## src/include/dtr_pkg.sv

```systemverilog
// Purpose: shared constants for the drum track read/write select block
// Assumes: one mclk cycle is one drum digit time
// Notes: register offsets are byte addresses of aligned 32-bit words
package dtr_pkg;
  localparam int unsigned DTR_CLK_MHZ = 50;
  localparam int unsigned DTR_ADDR_W = 8;
  localparam int unsigned DTR_TRACKS = 64;
  localparam int unsigned DTR_TRACK_W = 6;
  localparam int unsigned DTR_GROUP_W = 3;
  localparam int unsigned DTR_GROUP_TRACKS = 8;
  localparam int unsigned DTR_WORD_W = 20;
  localparam int unsigned DTR_FIFO_DEPTH = 8;
  localparam logic [5:0] DTR_FAST_TRACK = 6'h3E;
  localparam logic [5:0] DTR_ANALOG_TRACK = 6'h08;
  localparam logic [2:0] DTR_ANALOG_GROUP = 3'h1;
  localparam logic [4:0] DTR_LAST_BIT = 5'h13;
  // register offsets
  localparam logic [7:0] DTR_OFS_CTRL = 8'h00;
  localparam logic [7:0] DTR_OFS_TRACK = 8'h04;
  localparam logic [7:0] DTR_OFS_STATUS = 8'h08;
  localparam logic [7:0] DTR_OFS_ACC = 8'h0C;
  localparam logic [7:0] DTR_OFS_AUX = 8'h10;
  localparam logic [7:0] DTR_OFS_FIFO = 8'h14;
  // control fields
  localparam int unsigned DTR_CTRL_ACC_EXTRA = 0;
  localparam int unsigned DTR_CTRL_AUX_EXTRA = 1;
  localparam int unsigned DTR_CTRL_ANALOG_WIDE = 2;
  localparam int unsigned DTR_CTRL_CAPTURE = 3;
  localparam int unsigned DTR_CTRL_W = 4;
  localparam logic [3:0] DTR_CTRL_RESET = 4'h3;
  // status fields
  localparam int unsigned DTR_ST_REC_ERR = 0;
  localparam int unsigned DTR_ST_OVERRUN = 1;
  localparam int unsigned DTR_ST_EMPTY = 2;
  localparam int unsigned DTR_ST_FULL = 3;
  localparam int unsigned DTR_ST_GROUP_LO = 4;
  localparam int unsigned DTR_ST_READ_AMP = 7;
  localparam int unsigned DTR_RECIRC_CHECK = 20;
endpackage : dtr_pkg

```

## src/rtl/dtr_track_select.sv

```systemverilog
// Purpose: drum track read selection, store write enables and register recirculation
// Assumes: one mclk cycle is one digit time; head and selector pins are asynchronous
// Notes: phase inputs come from the control sequencer on mclk
// Operation
// - only the selected storage track head reaches the read amplifier, all others are dropped.
// - the six-bit track number is plain binary, zero is track 0 and all ones is track 63.
// - the one-word registers recirculate every digit, the entering bit chosen by the instruction.
// - with the extra stage a register loops 20 bits, without it 19 bits, shifting right each pass.
// - program writes reach only the eight-track group picked by the selector, plus the fast track.
// - the analog track 8, or tracks 8 to 15 when so set, is never written by this path.
// - storage write enables are true only in the digit times where a store phase is active.
// - the accumulator enable combines its phase with the reference flop and spans the digit.
// - the auxiliary and fast track enables are formed the same way as the accumulator one.
// - without the fast enable the fast track write driver is fed from its own read output.
// - with the fast enable the fast track recirculation is blocked and register data written.
// - the storage path transfer enable copies the fast enable; register data reach the storage writing path only while it is off.
// - the three low track number bits pick which of the eight group tracks gets write current.
// - a store without the fast phase whose upper track bits differ from the selector group, off the fast track, errors.
`timescale 1ns/1ps
module dtr_track_select
  import dtr_pkg::*;
(
  // clock and reset
  input wire logic mclk,
  input wire logic reset_n,
  // register port
  input wire logic [7:0] regAddr,
  input wire logic [31:0] regWrData,
  input wire logic regWr,
  input wire logic regRd,
  output logic [31:0] regRdData,
  // drum heads and manual selector
  input wire logic [63:0] trackHeadIn,
  input wire logic fastTrackReadOut,
  input wire logic [2:0] groupSelect,
  // instruction phases
  input wire logic storeActive,
  input wire logic accPhase,
  input wire logic auxPhase,
  input wire logic fastPhase,
  input wire logic accLoad,
  input wire logic auxLoad,
  // drum side outputs
  output logic storageReadAmplifier,
  output logic accStoreWriteEnable,
  output logic auxStoreWriteEnable,
  output logic fastTrackWriteEnable,
  output logic storagePathTransferEnable,
  output logic fastTrackWriteDriver,
  output logic [7:0] trackWriteDriverEn,
  output logic trackWriteData,
  output logic recordError
);
  // synchronisers for pins
  logic [63:0] headS1_reg, headS2_reg;
  logic fastS1_reg, fastS2_reg;
  logic [2:0] groupS1_reg, groupS2_reg;
  always_ff @(posedge mclk or negedge reset_n) begin
    if (!reset_n) begin
      headS1_reg <= '0;
      headS2_reg <= '0;
      fastS1_reg <= 1'b0;
      fastS2_reg <= 1'b0;
      groupS1_reg <= '0;
      groupS2_reg <= '0;
    end else begin
      headS1_reg <= trackHeadIn;
      headS2_reg <= headS1_reg;
      fastS1_reg <= fastTrackReadOut;
      fastS2_reg <= fastS1_reg;
      groupS1_reg <= groupSelect;
      groupS2_reg <= groupS1_reg;
    end
  end

  // software registers
  logic [3:0] ctrl_reg;
  logic [5:0] trackNum_reg;
  logic [19:0] acc_reg, aux_reg;
  logic recErr_reg, overrun_reg, refPhase_reg;
  logic [31:0] rdData_reg;
  wire wrCtrl = regWr && regAddr == DTR_OFS_CTRL;
  wire wrTrack = regWr && regAddr == DTR_OFS_TRACK;
  wire wrStatus = regWr && regAddr == DTR_OFS_STATUS;
  wire wrAcc = regWr && regAddr == DTR_OFS_ACC;
  wire wrAux = regWr && regAddr == DTR_OFS_AUX;
  wire rdFifo = regRd && regAddr == DTR_OFS_FIFO;
  wire accExtra = ctrl_reg[DTR_CTRL_ACC_EXTRA];
  wire auxExtra = ctrl_reg[DTR_CTRL_AUX_EXTRA];
  wire analogWide = ctrl_reg[DTR_CTRL_ANALOG_WIDE];
  wire captureOn = ctrl_reg[DTR_CTRL_CAPTURE];

  // read selection
  wire headSel = headS2_reg[trackNum_reg];

  // phase combining: true and mirror halves of the digit time ored together
  wire accPhaseStar = accPhase;
  wire auxPhaseStar = auxPhase;
  wire fastPhaseStar = fastPhase;
  wire accEnNext = storeActive && ((accPhase && refPhase_reg) ||
                   (accPhaseStar && !refPhase_reg));
  wire auxEnNext = storeActive && ((auxPhase && refPhase_reg) ||
                   (auxPhaseStar && !refPhase_reg));
  wire fastEnNext = storeActive && ((fastPhase && refPhase_reg) ||
                    (fastPhaseStar && !refPhase_reg));
  wire regBit = auxPhase ? aux_reg[0] : acc_reg[0];
  wire fastSrc = fastEnNext ? regBit : fastS2_reg;

  // general storage write selection
  wire groupMatch = trackNum_reg[5:3] == groupS2_reg;
  wire isFast = trackNum_reg == DTR_FAST_TRACK;
  wire isAnalog = analogWide ? (trackNum_reg[5:3] == DTR_ANALOG_GROUP)
                             : (trackNum_reg == DTR_ANALOG_TRACK);
  // a fast store owns the register bit, so the general tracks stay idle then
  wire genStore = (accEnNext || auxEnNext) && !fastEnNext;
  wire genWrite = genStore && groupMatch && !isAnalog;
  wire recErrSet = genStore && !groupMatch && !isFast;
  logic [7:0] drvNext;
  for (genvar t = 0; t < 8; t++) begin : gDrv
    assign drvNext[t] = genWrite && trackNum_reg[2:0] == 3'(t);
  end

  // recirculation inputs chosen by the instruction
  wire accIn = accLoad ? storageReadAmplifier : acc_reg[0];
  wire auxIn = auxLoad ? storageReadAmplifier : aux_reg[0];
  wire [19:0] accNext = accExtra ? {accIn, acc_reg[19:1]}
                                 : {accIn, accIn, acc_reg[18:1]};
  wire [19:0] auxNext = auxExtra ? {auxIn, aux_reg[19:1]}
                                 : {auxIn, auxIn, aux_reg[18:1]};

  // capture of read words into the fifo
  logic [19:0] cap_reg;
  logic [4:0] bitCnt_reg;
  wire fifoReady, fifoValid, fifoFull, fifoEmpty;
  wire [19:0] fifoData;
  wire [19:0] capWord = {storageReadAmplifier, cap_reg[19:1]};
  wire wordDone = captureOn && bitCnt_reg == DTR_LAST_BIT;
  wire capPush = wordDone && fifoReady;
  wire ovrSet = wordDone && !fifoReady;

  dtr_fifo #(.WIDTH(DTR_WORD_W), .DEPTH(DTR_FIFO_DEPTH)) uFifo (
    .mclk(mclk),
    .reset_n(reset_n),
    .inValid(wordDone),
    .inReady(fifoReady),
    .inData(capWord),
    .outValid(fifoValid),
    .outReady(rdFifo),
    .outData(fifoData),
    .isFull(fifoFull),
    .isEmpty(fifoEmpty)
  );

  wire [31:0] statusWord = {24'h0, storageReadAmplifier, groupS2_reg, fifoFull,
                            fifoEmpty, overrun_reg, recErr_reg};
  wire [31:0] rdMux =
    (regAddr == DTR_OFS_CTRL) ? {28'h0, ctrl_reg} :
    (regAddr == DTR_OFS_TRACK) ? {26'h0, trackNum_reg} :
    (regAddr == DTR_OFS_STATUS) ? statusWord :
    (regAddr == DTR_OFS_ACC) ? {12'h0, acc_reg} :
    (regAddr == DTR_OFS_AUX) ? {12'h0, aux_reg} :
    (regAddr == DTR_OFS_FIFO) ? {11'h0, fifoValid, fifoData} : 32'h0;

  always_ff @(posedge mclk or negedge reset_n) begin
    if (!reset_n) begin
      ctrl_reg <= DTR_CTRL_RESET;
      trackNum_reg <= '0;
      rdData_reg <= '0;
    end else begin
      if (wrCtrl) ctrl_reg <= regWrData[3:0];
      if (wrTrack) trackNum_reg <= regWrData[5:0];
      rdData_reg <= regRd ? rdMux : 32'h0;
    end
  end

  // sticky flags: a set in the clearing cycle wins
  always_ff @(posedge mclk or negedge reset_n) begin
    if (!reset_n) begin
      recErr_reg <= 1'b0;
      overrun_reg <= 1'b0;
    end else begin
      recErr_reg <= recErrSet || (recErr_reg &&
                    !(wrStatus && regWrData[DTR_ST_REC_ERR]));
      overrun_reg <= ovrSet || (overrun_reg && !(wrStatus && regWrData[DTR_ST_OVERRUN]));
    end
  end

  always_ff @(posedge mclk or negedge reset_n) begin
    if (!reset_n) begin
      acc_reg <= '0;
      aux_reg <= '0;
    end else begin
      acc_reg <= wrAcc ? regWrData[19:0] : accNext;
      aux_reg <= wrAux ? regWrData[19:0] : auxNext;
    end
  end

  always_ff @(posedge mclk or negedge reset_n) begin
    if (!reset_n) begin
      cap_reg <= '0;
      bitCnt_reg <= '0;
    end else begin
      cap_reg <= capWord;
      if (!captureOn || bitCnt_reg == DTR_LAST_BIT) bitCnt_reg <= '0;
      else bitCnt_reg <= bitCnt_reg + 5'h01;
    end
  end

  always_ff @(posedge mclk or negedge reset_n) begin
    if (!reset_n) begin
      refPhase_reg <= 1'b0;
      storageReadAmplifier <= 1'b0;
      accStoreWriteEnable <= 1'b0;
      auxStoreWriteEnable <= 1'b0;
      fastTrackWriteEnable <= 1'b0;
      storagePathTransferEnable <= 1'b0;
      fastTrackWriteDriver <= 1'b0;
      trackWriteDriverEn <= '0;
      trackWriteData <= 1'b0;
    end else begin
      refPhase_reg <= !refPhase_reg;
      storageReadAmplifier <= headSel;
      accStoreWriteEnable <= accEnNext;
      auxStoreWriteEnable <= auxEnNext;
      fastTrackWriteEnable <= fastEnNext;
      storagePathTransferEnable <= fastEnNext;
      fastTrackWriteDriver <= fastSrc;
      trackWriteDriverEn <= drvNext;
      trackWriteData <= genWrite ? regBit : 1'b0;
    end
  end

  assign regRdData = rdData_reg;
  assign recordError = recErr_reg;

  // checks
  logic [4:0] accQuiet_reg;
  always_ff @(posedge mclk or negedge reset_n) begin
    if (!reset_n) accQuiet_reg <= '0;
    else if (wrAcc || accLoad || !accExtra || wrCtrl) accQuiet_reg <= '0;
    else if (accQuiet_reg != 5'h1F) accQuiet_reg <= accQuiet_reg + 5'h01;
  end

  // cycles since the accumulator last ran undisturbed as a 19-bit loop, and the auxiliary as a 20-bit loop
  logic [4:0] acc19Quiet_reg;
  always_ff @(posedge mclk or negedge reset_n) begin
    if (!reset_n) acc19Quiet_reg <= '0;
    else if (wrAcc || accLoad || accExtra || wrCtrl) acc19Quiet_reg <= '0;
    else if (acc19Quiet_reg != 5'h1F) acc19Quiet_reg <= acc19Quiet_reg + 5'h01;
  end
  logic [4:0] auxQuiet_reg;
  always_ff @(posedge mclk or negedge reset_n) begin
    if (!reset_n) auxQuiet_reg <= '0;
    else if (wrAux || auxLoad || !auxExtra || wrCtrl) auxQuiet_reg <= '0;
    else if (auxQuiet_reg != 5'h1F) auxQuiet_reg <= auxQuiet_reg + 5'h01;
  end
endmodule : dtr_track_select

```

## src/rtl/dtr_fifo.sv

```systemverilog
// Purpose: small flip-flop FIFO with valid/ready on both sides
// Assumes: single clock, push and pop may happen in one cycle
// Notes: full and empty come straight from the occupancy count
`timescale 1ns/1ps
module dtr_fifo #(
  parameter int unsigned WIDTH = 20,
  parameter int unsigned DEPTH = 8
) (
  // clock and reset
  input wire logic mclk,
  input wire logic reset_n,
  // fill side
  input wire logic inValid,
  output logic inReady,
  input wire logic [WIDTH-1:0] inData,
  // drain side
  output logic outValid,
  input wire logic outReady,
  output logic [WIDTH-1:0] outData,
  // state
  output logic isFull,
  output logic isEmpty
);
  localparam int unsigned PW = $clog2(DEPTH);
  logic [WIDTH-1:0] mem [DEPTH];
  logic [PW-1:0] wrPtr_reg;
  logic [PW-1:0] rdPtr_reg;
  logic [PW:0] count_reg;
  wire push = inValid && inReady;
  wire pop = outValid && outReady;

  assign isFull = (count_reg == (PW+1)'(DEPTH));
  assign isEmpty = (count_reg == '0);
  assign inReady = !isFull;
  assign outValid = !isEmpty;
  assign outData = mem[rdPtr_reg];

  always_ff @(posedge mclk or negedge reset_n) begin
    if (!reset_n) begin
      wrPtr_reg <= '0;
      rdPtr_reg <= '0;
      count_reg <= '0;
    end else begin
      if (push) wrPtr_reg <= (wrPtr_reg == PW'(DEPTH-1)) ? '0 : wrPtr_reg + 1'b1;
      if (pop) rdPtr_reg <= (rdPtr_reg == PW'(DEPTH-1)) ? '0 : rdPtr_reg + 1'b1;
      count_reg <= count_reg + (PW+1)'(push) - (PW+1)'(pop);
    end
  end

  for (genvar i = 0; i < DEPTH; i++) begin : gEntry
    always_ff @(posedge mclk or negedge reset_n) begin
      if (!reset_n) mem[i] <= '0;
      else if (push && wrPtr_reg == PW'(i)) mem[i] <= inData;
    end
  end
endmodule : dtr_fifo

```

## config.mk

```make
export PLATFORM = sky130hd
export DESIGN_NAME = dtr_track_select
export DESIGN_NICKNAME = d
export VERILOG_FILES = /design/src/include/dtr_pkg.sv /design/src/rtl/dtr_track_select.sv /design/src/rtl/dtr_fifo.sv
export SDC_FILE = /design/constraint.sdc
export NUM_CORES = 1
export LEC_CHECK = 0
export BUFFER_PORTS_ARGS = -buffer_cell sky130_fd_sc_hd__buf_4
export CAP_MARGIN = 20
export CELL_PAD_IN_SITES_DETAIL_PLACEMENT = 1
export CELL_PAD_IN_SITES_GLOBAL_PLACEMENT = 2
export CORE_MARGIN = 3
export CORE_UTILIZATION = 35
export DETAILED_ROUTE_END_ITERATION = 16
export GPL_ROUTABILITY_DRIVEN = 0
export PLACE_DENSITY_LB_ADDON = 0.1
export SETUP_SLACK_MARGIN = 0.4
export SYNTH_ARGS = -nofsm -noshare
export SYNTH_HDL_FRONTEND = slang
export SYNTH_SLANG_ARGS = --single-unit
```

## constraint.sdc

```tcl
create_clock -name mclk -period 2.4 [get_ports mclk]
set_input_delay 0.48 -clock mclk [delete_from_list [all_inputs] [get_ports mclk]]
set_output_delay 0.48 -clock mclk [all_outputs]
set_load 0.01 [all_outputs]
```

* Yosys cells after proc, flatten, opt, wreduce, memory -nomap -nowiden
Index checks and enable logic that the tools add are counted.
Storage, ports and cells: word-level logic and storage cells 158, flip-flop bits (word level) 419, output and inout bits 48
Operators by class: bitwise operators 1, magnitude comparators 2, reduce and logical (&&, ||, !) cells 65, equal/unequal tests 26, add/sub/neg operators 5, muxes and demuxes 25
Operator list (count):
- $mux W21 | 7
- $mux W20 | 4
- $bmux W20 S3 | 1
- $logic_and A1 B1 Y1 | 44
- $mux W19 | 2
- $eq A3 B3 Y1 const B | 9
- $eq A8 B4 Y1 const B | 2
- $eq A8 B5 Y1 const B | 2
- $eq A3 B2 Y1 const B | 4
- $logic_not A1 Y1 | 10
- $eq A3 B1 Y1 const B | 3
- $eq A8 B3 Y1 const B | 1
- $logic_not A8 Y1 | 1
- $logic_or A1 B1 Y1 | 7
- $lt A6 B7 Y1 const B | 1
- $mux W1 | 7
- $add A3 B1 Y3 const B | 2
- $bmux W1 S6 | 1
- $eq A6 B4 Y1 const B | 1
- $eq A6 B6 Y1 const B | 1
- $logic_not A3 Y1 | 2
- $mux W3 | 2
- $add A5 B1 Y5 const B | 1
- $eq A5 B5 Y1 const B | 1
- 8 further kinds | 8

* Logic depth before layout (Yosys ltp)
Gate-level depths: netlist (run 1).
depth after elaboration 11, depth in mapped cells 10, mapped depth without buffers 9

* Modules after synthesis
From an unflattened synthesis (run 1), not the netlist that was laid out.
Second synthesis, totals: cells, all modules 1027, area total of the unflattened synthesis 16876.2 um^2
Modules (own cells, without submodules):
- dtr_track_select | times used 1, area an instance 8653.3 um^2, seq. area each 6183.4 um^2, cells each 554
- dtr_fifo | times used 1, area an instance 8222.9 um^2, seq. area each 4254.1 um^2, cells each 473

* Worst setup path before layout (run 1)
OpenSTA, ideal clock, no wires.
path type in2reg, start input regAddr[3], end register uFifo.count_reg[2], setup time 0.123 ns, required time 2.277 ns, path buffers 1, arrival time 2.513 ns, cell stages on the path 10, slack -0.236 ns, cell sequence clkbuf_1 > nor2b_1 > nand4_1 > a211oi_1 > ha_1 > inv_1 > ha_1 > inv_1 > fa_1 > xnor2_1
On the way: longest elaborated chain between the ends 4
RTL lines:
- from (decl) | line dtr_track_select.sv:27 | input wire logic [7:0] regAddr,
- $eq A8 B5 Y1 | line dtr_track_select.sv:87 | wire rdFifo = regRd && regAddr == DTR_OFS_FIFO;
- $logic_and A1 B1 Y1 | line dtr_track_select.sv:87
- $logic_and A1 B1 Y1 | line dtr_fifo.sv:30 | wire pop = outValid && outReady;
- via uFifo.pop | line dtr_fifo.sv:30
- $sub A4 B1 Y4 | line dtr_fifo.sv:46 | count_reg <= count_reg + (PW+1)'(push) - (PW+1)'(pop);
- to (signal assigned) | line dtr_fifo.sv:46
- to (decl) | line dtr_fifo.sv:28 | logic [PW:0] count_reg;
The timed path passes the listed nets, and every way through them passes these cells. A chain may end at the register's enable or synchronous reset.

* Worst setup path in the final report (run 1)
start register bitCnt_reg[1], end register uFifo.mem[58] (netlist bit)
On the way: longest elaborated chain between the ends 4
RTL lines:
- from (decl) | line dtr_track_select.sv:133 | logic [4:0] bitCnt_reg;
- from (signal assigned) | line dtr_track_select.sv:205 | else bitCnt_reg <= bitCnt_reg + 5'h01;
- $eq A5 B5 Y1 | line dtr_track_select.sv:137 | wire wordDone = captureOn && bitCnt_reg == DTR_LAST_BIT;
- $logic_and A1 B1 Y1 | line dtr_track_select.sv:137
- $logic_and A1 B1 Y1 | line dtr_fifo.sv:29 | wire push = inValid && inReady;
- $logic_and A1 B1 Y1 | line dtr_fifo.sv:53 | else if (push && wrPtr_reg == PW'(i)) mem[i] <= inData;
- to (signal, indexed assignment) | line dtr_fifo.sv:53
- to (decl) | line dtr_fifo.sv:25 | logic [WIDTH-1:0] mem [DEPTH];
No other way between the ends.

==> qor.csv, run 1 <==
metric,value,unit
status,"finished, final reports clean",
slew_headroom,61.3,%
detail-route-antenna-nets,0,
cp-endpoint,uFifo.mem[58],
clockBufferDepth,3,
dpl_cell_area,18500,µm²
grt_use_total,17.5,%
initialDrtViolationCount,495,
hpwl,26500,µm
r2r-end,uFifo.mem[58],
grt_max_degree,79,
finalNetCount,1478,
ir_worst_vdd,0.767,mV
clk_root_buffer_cell,clkbuf_16,
area_growth,31.7,%
ys_seq_area_share,63.9,%
p_total,0.0164,W
final_area,21500,µm²
port_buffers,142,
final_common_cell,dfrtp_1,
pin_count,166,
cp_max_fo,7,
layout.cells.most_common_list,"410 x dfrtp_1, 230 x mux2_2, 181 x buf_4",
power.density,762,nW/µm²
path_class,flip-flop to flip-flop,
ff2ff_path_depth,7,
die-width,222,µm
finalSetupViolations,0,
min_path_cells,2,
min_from,regWrData[19],
hold-worst-slack,0.125,ns
syn-cell-area,16300,µm²
final_core_util,47.0,%
crit_path_start_kind,flip-flop,
synthCells,1066,
required,2.87,ns
min_period,2.02,ns
grt_pass1_vias,10700,
avgSynthCellArea,15.3,µm²
antenna_found_initial,2,
drc,0,
layout_setup_ws,0.381,ns
ys_ff_latch,417,
max-cap-violations,0,
synth_warnings,0,
post_drt_via_cell_ratio,4.90,
synth_edf_count,0,
die_area,49300,µm²
cts-htree-levels,2,
start_util,35.7,%
detail_route.wl_per_cell,22.6,µm
clock_sinks,417,
hold_class,input port to flip-flop,
synth_ff_type,dfrtp_1,
largest_reg_flops,160,
cts_buffers,47,
rows,78,
place_ws,-0.104,ns
vias,9715,
maxSlewViolCount,0,
min_period_over_period,84.1,%
cts_tree,built,
skew,0.0250,ns
clk_latency,0.59,ns
ys_async_sr_fraction,100,%
grt_pass1_wl,66300,µm
drive_gt1_share,44.9,%
hold_viol_final,0,
p_leak,9.94,nW
fmax,0.495,GHz
die_y,222,µm
ys_types,43,
tightestPinTransition,0.580,ns
r2r_slack,0.38,ns
critical_path.startpoint,bitCnt_reg[1],
path_clk_slew,0.06,ns
core-area,45800,µm²
overflow,0,
dr.pass1.iters,4,
r2r-start,bitCnt_reg[1],
totalWireLength,44800,µm
crit_arrival,2.49,ns
rsz0062_at_grt,true,
end_kind,flip-flop,
## where the power goes
part	internal, W	switching [W]	total [W]
Sequential	0.00739	0.000322	0.00771
Combinational	0.000581	0.000515	0.00110
Clock	0.00456	0.00302	0.00758
Total	0.0125	0.00386	0.0164
## through the flow
| stage | cells | TNS [ns] |
|---|---|---|
| floorplan | 1076 | 0 |
| global placement | 1795 | -0.0664 |
| detailed placement | 1796 | -0.156 |
| CTS | 1964 | 0 |
| global route | 1982 | 0 |
| finish | 1983 | 0 |
## worst max-delay path, stage by stage, from the launching register on
cell and delay [ns]:
dfrtp_1 0.39, ha_4 0.16, nand4_1 0.21, a21oi_2 0.25
buf_6 0.21, nand3_4 0.18, clkbuf_16 0.23, mux2_2 0.27
## kinds of logic after synthesis
| logic type | after synthesis | synth area share (%) |
|---|---|---|
| compound gates | 100 | 3.50 |
| xor+xnor | 6 | 0.322 |
| fa+ha+maj | 16 | 1.27 |
| buf+inv | 84 | 2.38 |
| flops | 417 | 63.9 |
| mux | 311 | 24.5 |
| other cells | 1 | 0.0230 |
| simple gates | 131 | 4.08 |
## worst min path at each step
stage / endpoint / slack, ns
2_1_floorplan: accStoreWriteEnable / 0.18
3_3_place_gp: fastS2_reg / 0.33
3_5_place_dp: headS2_reg[26] / 0.34
4_1_cts: acc_reg[19] / 0.08
5_1_grt: acc_reg[19] / 0.10
6_report: aux_reg[19] / 0.12
## repair_timing
action,CTS,global route
resized for setup,18,37
pin swaps,6,4
hold buffers,69,0
endpoints found under the hold margin,103,0
setup buffers,11,4
cloned,1,14
setup endpoints to repair,168,123
## cells in the mapped netlist, drive strengths merged, types with 3 or more instances
library cell	count	area share, %
nor2	38	0.87
a22oi	5	0.23
a21o	3	0.14
and2	4	0.15
xor2	4	0.21
a21oi	38	1.2
nor3	15	0.46
nand3	12	0.37
ha	15	1.1
dfrtp	415	64
a211oi	6	0.28
buf	39	1.3
nand2b	10	0.38
mux4	48	6.6
nor2b	7	0.27
inv	14	0.32
nand2	25	0.57
clkbuf	31	0.71
and3	6	0.23
mux2i	32	2.0
mux2	231	16
o22ai	11	0.42
nand4	7	0.31
o21ai	31	0.95
## layer usage
layer / part of all wire (%) / vias up / track usage (%) / routed length, µm
li1: - / 4372 / - / -
met1: 47 / 5135 / 24.8 / 21000
met2: 48 / 155 / 28.3 / 21300
met3: 3.9 / 51 / 3.50 / 1740
met4: 1.6 / 2 / 3.80 / 715
met5: 0.029 / - / 0 / 13
## area by class of cell
| class | count | area, µm² |
|---|---|---|
| repair buffers | 289 | 2800 |
| multi-input cells | 575 | 5780 |
| clock buffers | 68 | 1380 |
| well taps | 600 | 751 |
| fillers | 4460 | 24300 |
| diodes | 1 | 2.50 |
| flip-flops and latches | 417 | 10400 |
| clock inverters | 19 | 294 |
| inverters | 14 | 52.6 |
No activity file was read; power rests on OpenSTA's default activity.
==> run 2: changes to the inputs <==
--- a/config.mk
+++ b/config.mk
@@ -5,6 +5,7 @@
 export SDC_FILE = /design/constraint.sdc
 export NUM_CORES = 1
 export LEC_CHECK = 0
+export ABC_AREA = 1
 export BUFFER_PORTS_ARGS = -buffer_cell sky130_fd_sc_hd__buf_4
 export CAP_MARGIN = 20
 export CELL_PAD_IN_SITES_DETAIL_PLACEMENT = 1
==> constraint.sdc (replaced) <==
create_clock -name mclk -period 1.99 [get_ports mclk]
set_input_delay 0.398 -clock mclk [delete_from_list [all_inputs] [get_ports mclk]]
set_output_delay 0.398 -clock mclk [all_outputs]
set_load 0.01 [all_outputs]
==> run 2 against run 1 <==
Compared with the run above: the flow now finishes with violations (setup timing); power grew 25%; worst setup slack lost 0.44 ns; global-route usage grew 3.6 points; non-clock buffer count grew 55; area after synthesis grew 0.80%; sequential share of layout area shrank 2.7 points; sequential cell count is the same; count of clock-buffer cells in the layout shrank 6; critical endpoint is now uFifo.count_reg[1]; largest power group is now the clock network.
==> qor.csv, run 2 <==
metric,value,unit,change
yosysTopAreaCell,dfrtp_1,,unchanged
clockBufferDepth,3,,unchanged
muxShareOfSynthArea,0.0608,%,was 24.5%
synth_warnings,0,,unchanged
grt_pass1_vias,14000,,was 10700
cp_max_fo,2,,was 7
detail-route-antenna-nets,0,,unchanged
fmax,0.489,GHz,was 0.495 GHz
required,2.46,ns,was 2.87 ns
synth_top_family_by_area,simple AND/OR/NAND/NOR gates,,was multiplexers
power.density,899,nW/µm²,was 762 nW/µm²
synthCells,1742,,was 1066
clock_sinks,417,,unchanged
r2r-start,bitCnt_reg[0],,was bitCnt_reg[1]
synthSimpleGateAreaFrac,17.1,%,was 4.08%
antennaDiodeCount,0,,was 1
drive_gt1_share,25.4,%,was 44.9%
rows,78,,unchanged
ir_worst_vdd,0.693,mV,was 0.767 mV
totalWireLength,57000,µm,was 44800 µm
initialDrtViolationCount,850,,was 495
antenna_found_initial,0,,was 2
hold_viol_final,0,,unchanged
grt_pass1_wl,82100,µm,was 66300 µm
min_from,accPhase,,was regWrData[19]
clk_latency,0.61,ns,was 0.59 ns
p_leak,10.7,nW,was 9.94 nW
avgSynthCellArea,9.45,µm²,was 15.3 µm²
final_common_cell,dfrtp_1,,unchanged
yosysTopAreaCellShare,63.1,%,was 63.6%
crit_path_start_kind,flip-flop,,unchanged
vias,13300,,was 9715
layout.cells.most_common_list,"413 x dfrtp_1, 399 x nand2_1, 205 x buf_4",,"was 410 x dfrtp_1, 230 x mux2_2, 181 x buf_4"
port_buffers,142,,unchanged
overflow,0,,unchanged
largest_reg_flops,160,,unchanged
dr.pass1.iters,5,,was 4
ys_types,36,,was 43
crit_chain,"ha_2, nand2_2, nor3_4, nand2_2, a31oi_4, buf_6, ha_4, inv_2, fa_2, inv_2",,"was ha_4, nand4_1, a21oi_2, buf_6, nand3_4, clkbuf_16, mux2_2"
status,"complete, but fails checks",,"was finished, final reports clean"
dpl.cell_count,2473,,was 1796
cts_tree,built,,unchanged
synth-adder-area-share,1.26,%,was 1.27%
cts-htree-levels,2,,unchanged
path_class,flip-flop to flip-flop,,unchanged
synth_xor_area_share,0.426,%,was 0.322%
drc,0,,unchanged
post_drt_via_cell_ratio,4.99,,was 4.90
layout_setup_ws,-0.0567,ns,was 0.381 ns
ys_seq_area_share,63.4,%,was 63.9%
start_util,35.9,%,was 35.7%
area_growth,38.4,%,was 31.7%
finalSetupViolations,16,,was 0
maxSlewViolCount,0,,unchanged
finalNetCount,2170,,was 1478
synth_edf_count,0,,unchanged
syn-cell-area,16500,µm²,was 16300 µm²
ys_ff_latch,417,,unchanged
end_kind,flip-flop,,unchanged
die-width,223,µm,was 222 µm
grt_max_degree,66,,was 79
detail_route.wl_per_cell,21.3,µm,was 22.6 µm
path_clk_slew,0.06,ns,about the same
critical_path.startpoint,bitCnt_reg[0],,was bitCnt_reg[1]
yosysMostFrequentCell,nand2_1,,was dfrtp_1
core-area,45900,µm²,was 45800 µm²
yosys-top-cells-count,"455 x nand2_1, 415 x dfrtp_1, 260 x o21ai_0, 127 x inv_1, 114 x nor2_1",,"was 415 x dfrtp_1, 230 x mux2_2, 48 x mux4_2, 38 x nor2_1, 37 x a21oi_1"
max-cap-violations,0,,unchanged
synth_area_leaders,"dfrtp_1 63%, nand2_1 10%, o21ai_0 7.9%",,"was dfrtp_1 64%, mux2_2 16%, mux4_2 6.6%"
instances_no_fill,2674,,was 1983
failed_checks,setup timing,,
synth_compound_area_share,11.8,%,was 3.50%
crit_arrival,2.52,ns,was 2.49 ns
grt_use_total,21.2,%,was 17.5%
rsz0062_at_grt,true,,unchanged
cts_buffers,47,,unchanged
ys_async_sr_fraction,100,%,unchanged
min_period,2.05,ns,was 2.02 ns
die_area,49700,µm²,was 49300 µm²
skew,0.0376,ns,was 0.0250 ns
crit_path_max_incr_delay,0.53,ns,was 0.39 ns
tns,-0.233,ns,was 0 ns
clk_root_buffer_cell,clkbuf_16,,unchanged
hold_class,input port to flip-flop,,unchanged
min_period_over_period,103,%,was 84.1%
slowest_stage,fa_2,,was dfrtp_1
synth_ff_type,dfrtp_1,,unchanged
hpwl,33600,µm,was 26500 µm
cp.buffers_inverters,3,,was 2
path_delay_family,adder cells,,was buffers and inverters
die_y,223,µm,was 222 µm
pin_count,166,,unchanged
==> run 2: cell count changes after synthesis, sizes merged, moves of 45 or more <==
cell,delta
nand2,+432
o21ai,+254
clkbuf,+45
nor2,+77
mux4,-48
mux2,-231
nand3,+86
inv,+116
==> run 2: power breakdown <==
part           switching (W)  leakage, nW  internal [W]
sequential          0.000221         5.34       0.00888
combinational        0.00128         4.56      0.000866
clock                0.00378        0.807       0.00545
total                0.00529         10.7        0.0152
==> run 2: worst register-to-register path: cells and delay by family, from the launching register on <==
family          cells  cell delay, ns
fa+ha+maj           3            0.86
flops               1            0.36
simple gates        3            0.34
buf+inv             3            0.20
compound gates      1            0.19
==> run 2: worst paths after layout <==
kind,end,slack [ns],cells past startpoint
setup / recovery,uFifo.count_reg[1],-0.06,10
hold / removal,accStoreWriteEnable,0.04,3
setup reg to reg,uFifo.count_reg[1],-0.06,10
hold reg to reg,fastS2_reg,0.35,0
max in group asynchronous,ctrl_reg[1],0.93,4
min in group asynchronous,uFifo.mem[11],0.30,2
==> run 2: through the flow <==
step / setup WS [ns] / util [%] / hold slack (ns) / instance area, µm² / power (W)
5_1_grt: -0.166 / 49.6 / 0.0467 / 22800 / 0.0214
3_5_place_dp: -0.405 / 41.1 / 0.336 / 18900 / 0.0110
4_1_cts: 0.00201 / 46.5 / 0.0141 / 21300 / 0.0204
2_1_floorplan: -0.0854 / - / 0.102 / 16700 / 0.00998
6_report: -0.0567 / 49.6 / 0.0421 / 22800 / 0.0205
3_3_place_gp: -0.363 / 41.1 / 0.332 / 18900 / 0.0109
==> run 2: kinds of logic after synthesis <==
group                    Yosys count
multiplexers                       1
adder cells (fa/ha/maj)           16
other                              1
AO/OA/AOI/OAI                    366
XOR/XNOR                           8
buffers and inverters            240
AND/OR/NAND/NOR                  693
flip-flops                       417
==> run 2: repair_timing <==
item,in CTS,in global routing
hold buffers,69,0
buffers inserted,0,21
endpoints found under the setup margin,186,204
cloned,0,24
pin swaps,13,44
gates resized for setup,28,251
endpoints found under the hold margin,104,0
==> run 2: routing by layer <==
metal	global-route usage, %	vias to the layer above	share of wire [%]
met5	0	-	0
li1	-	6216	-
met4	5.09	0	2.2
met2	35.2	267	49
met1	29.0	6764	45
met3	3.66	83	3.7
==> run 2: final cells by class <==
cell class	instances	area (µm²)
multi-input cells	1095	5850
well taps	600	751
fillers	5035	23100
repair buffers	344	3540
clock buffers	62	1340
flip-flops and latches	417	10400
clock inverters	25	327
inverters	131	517
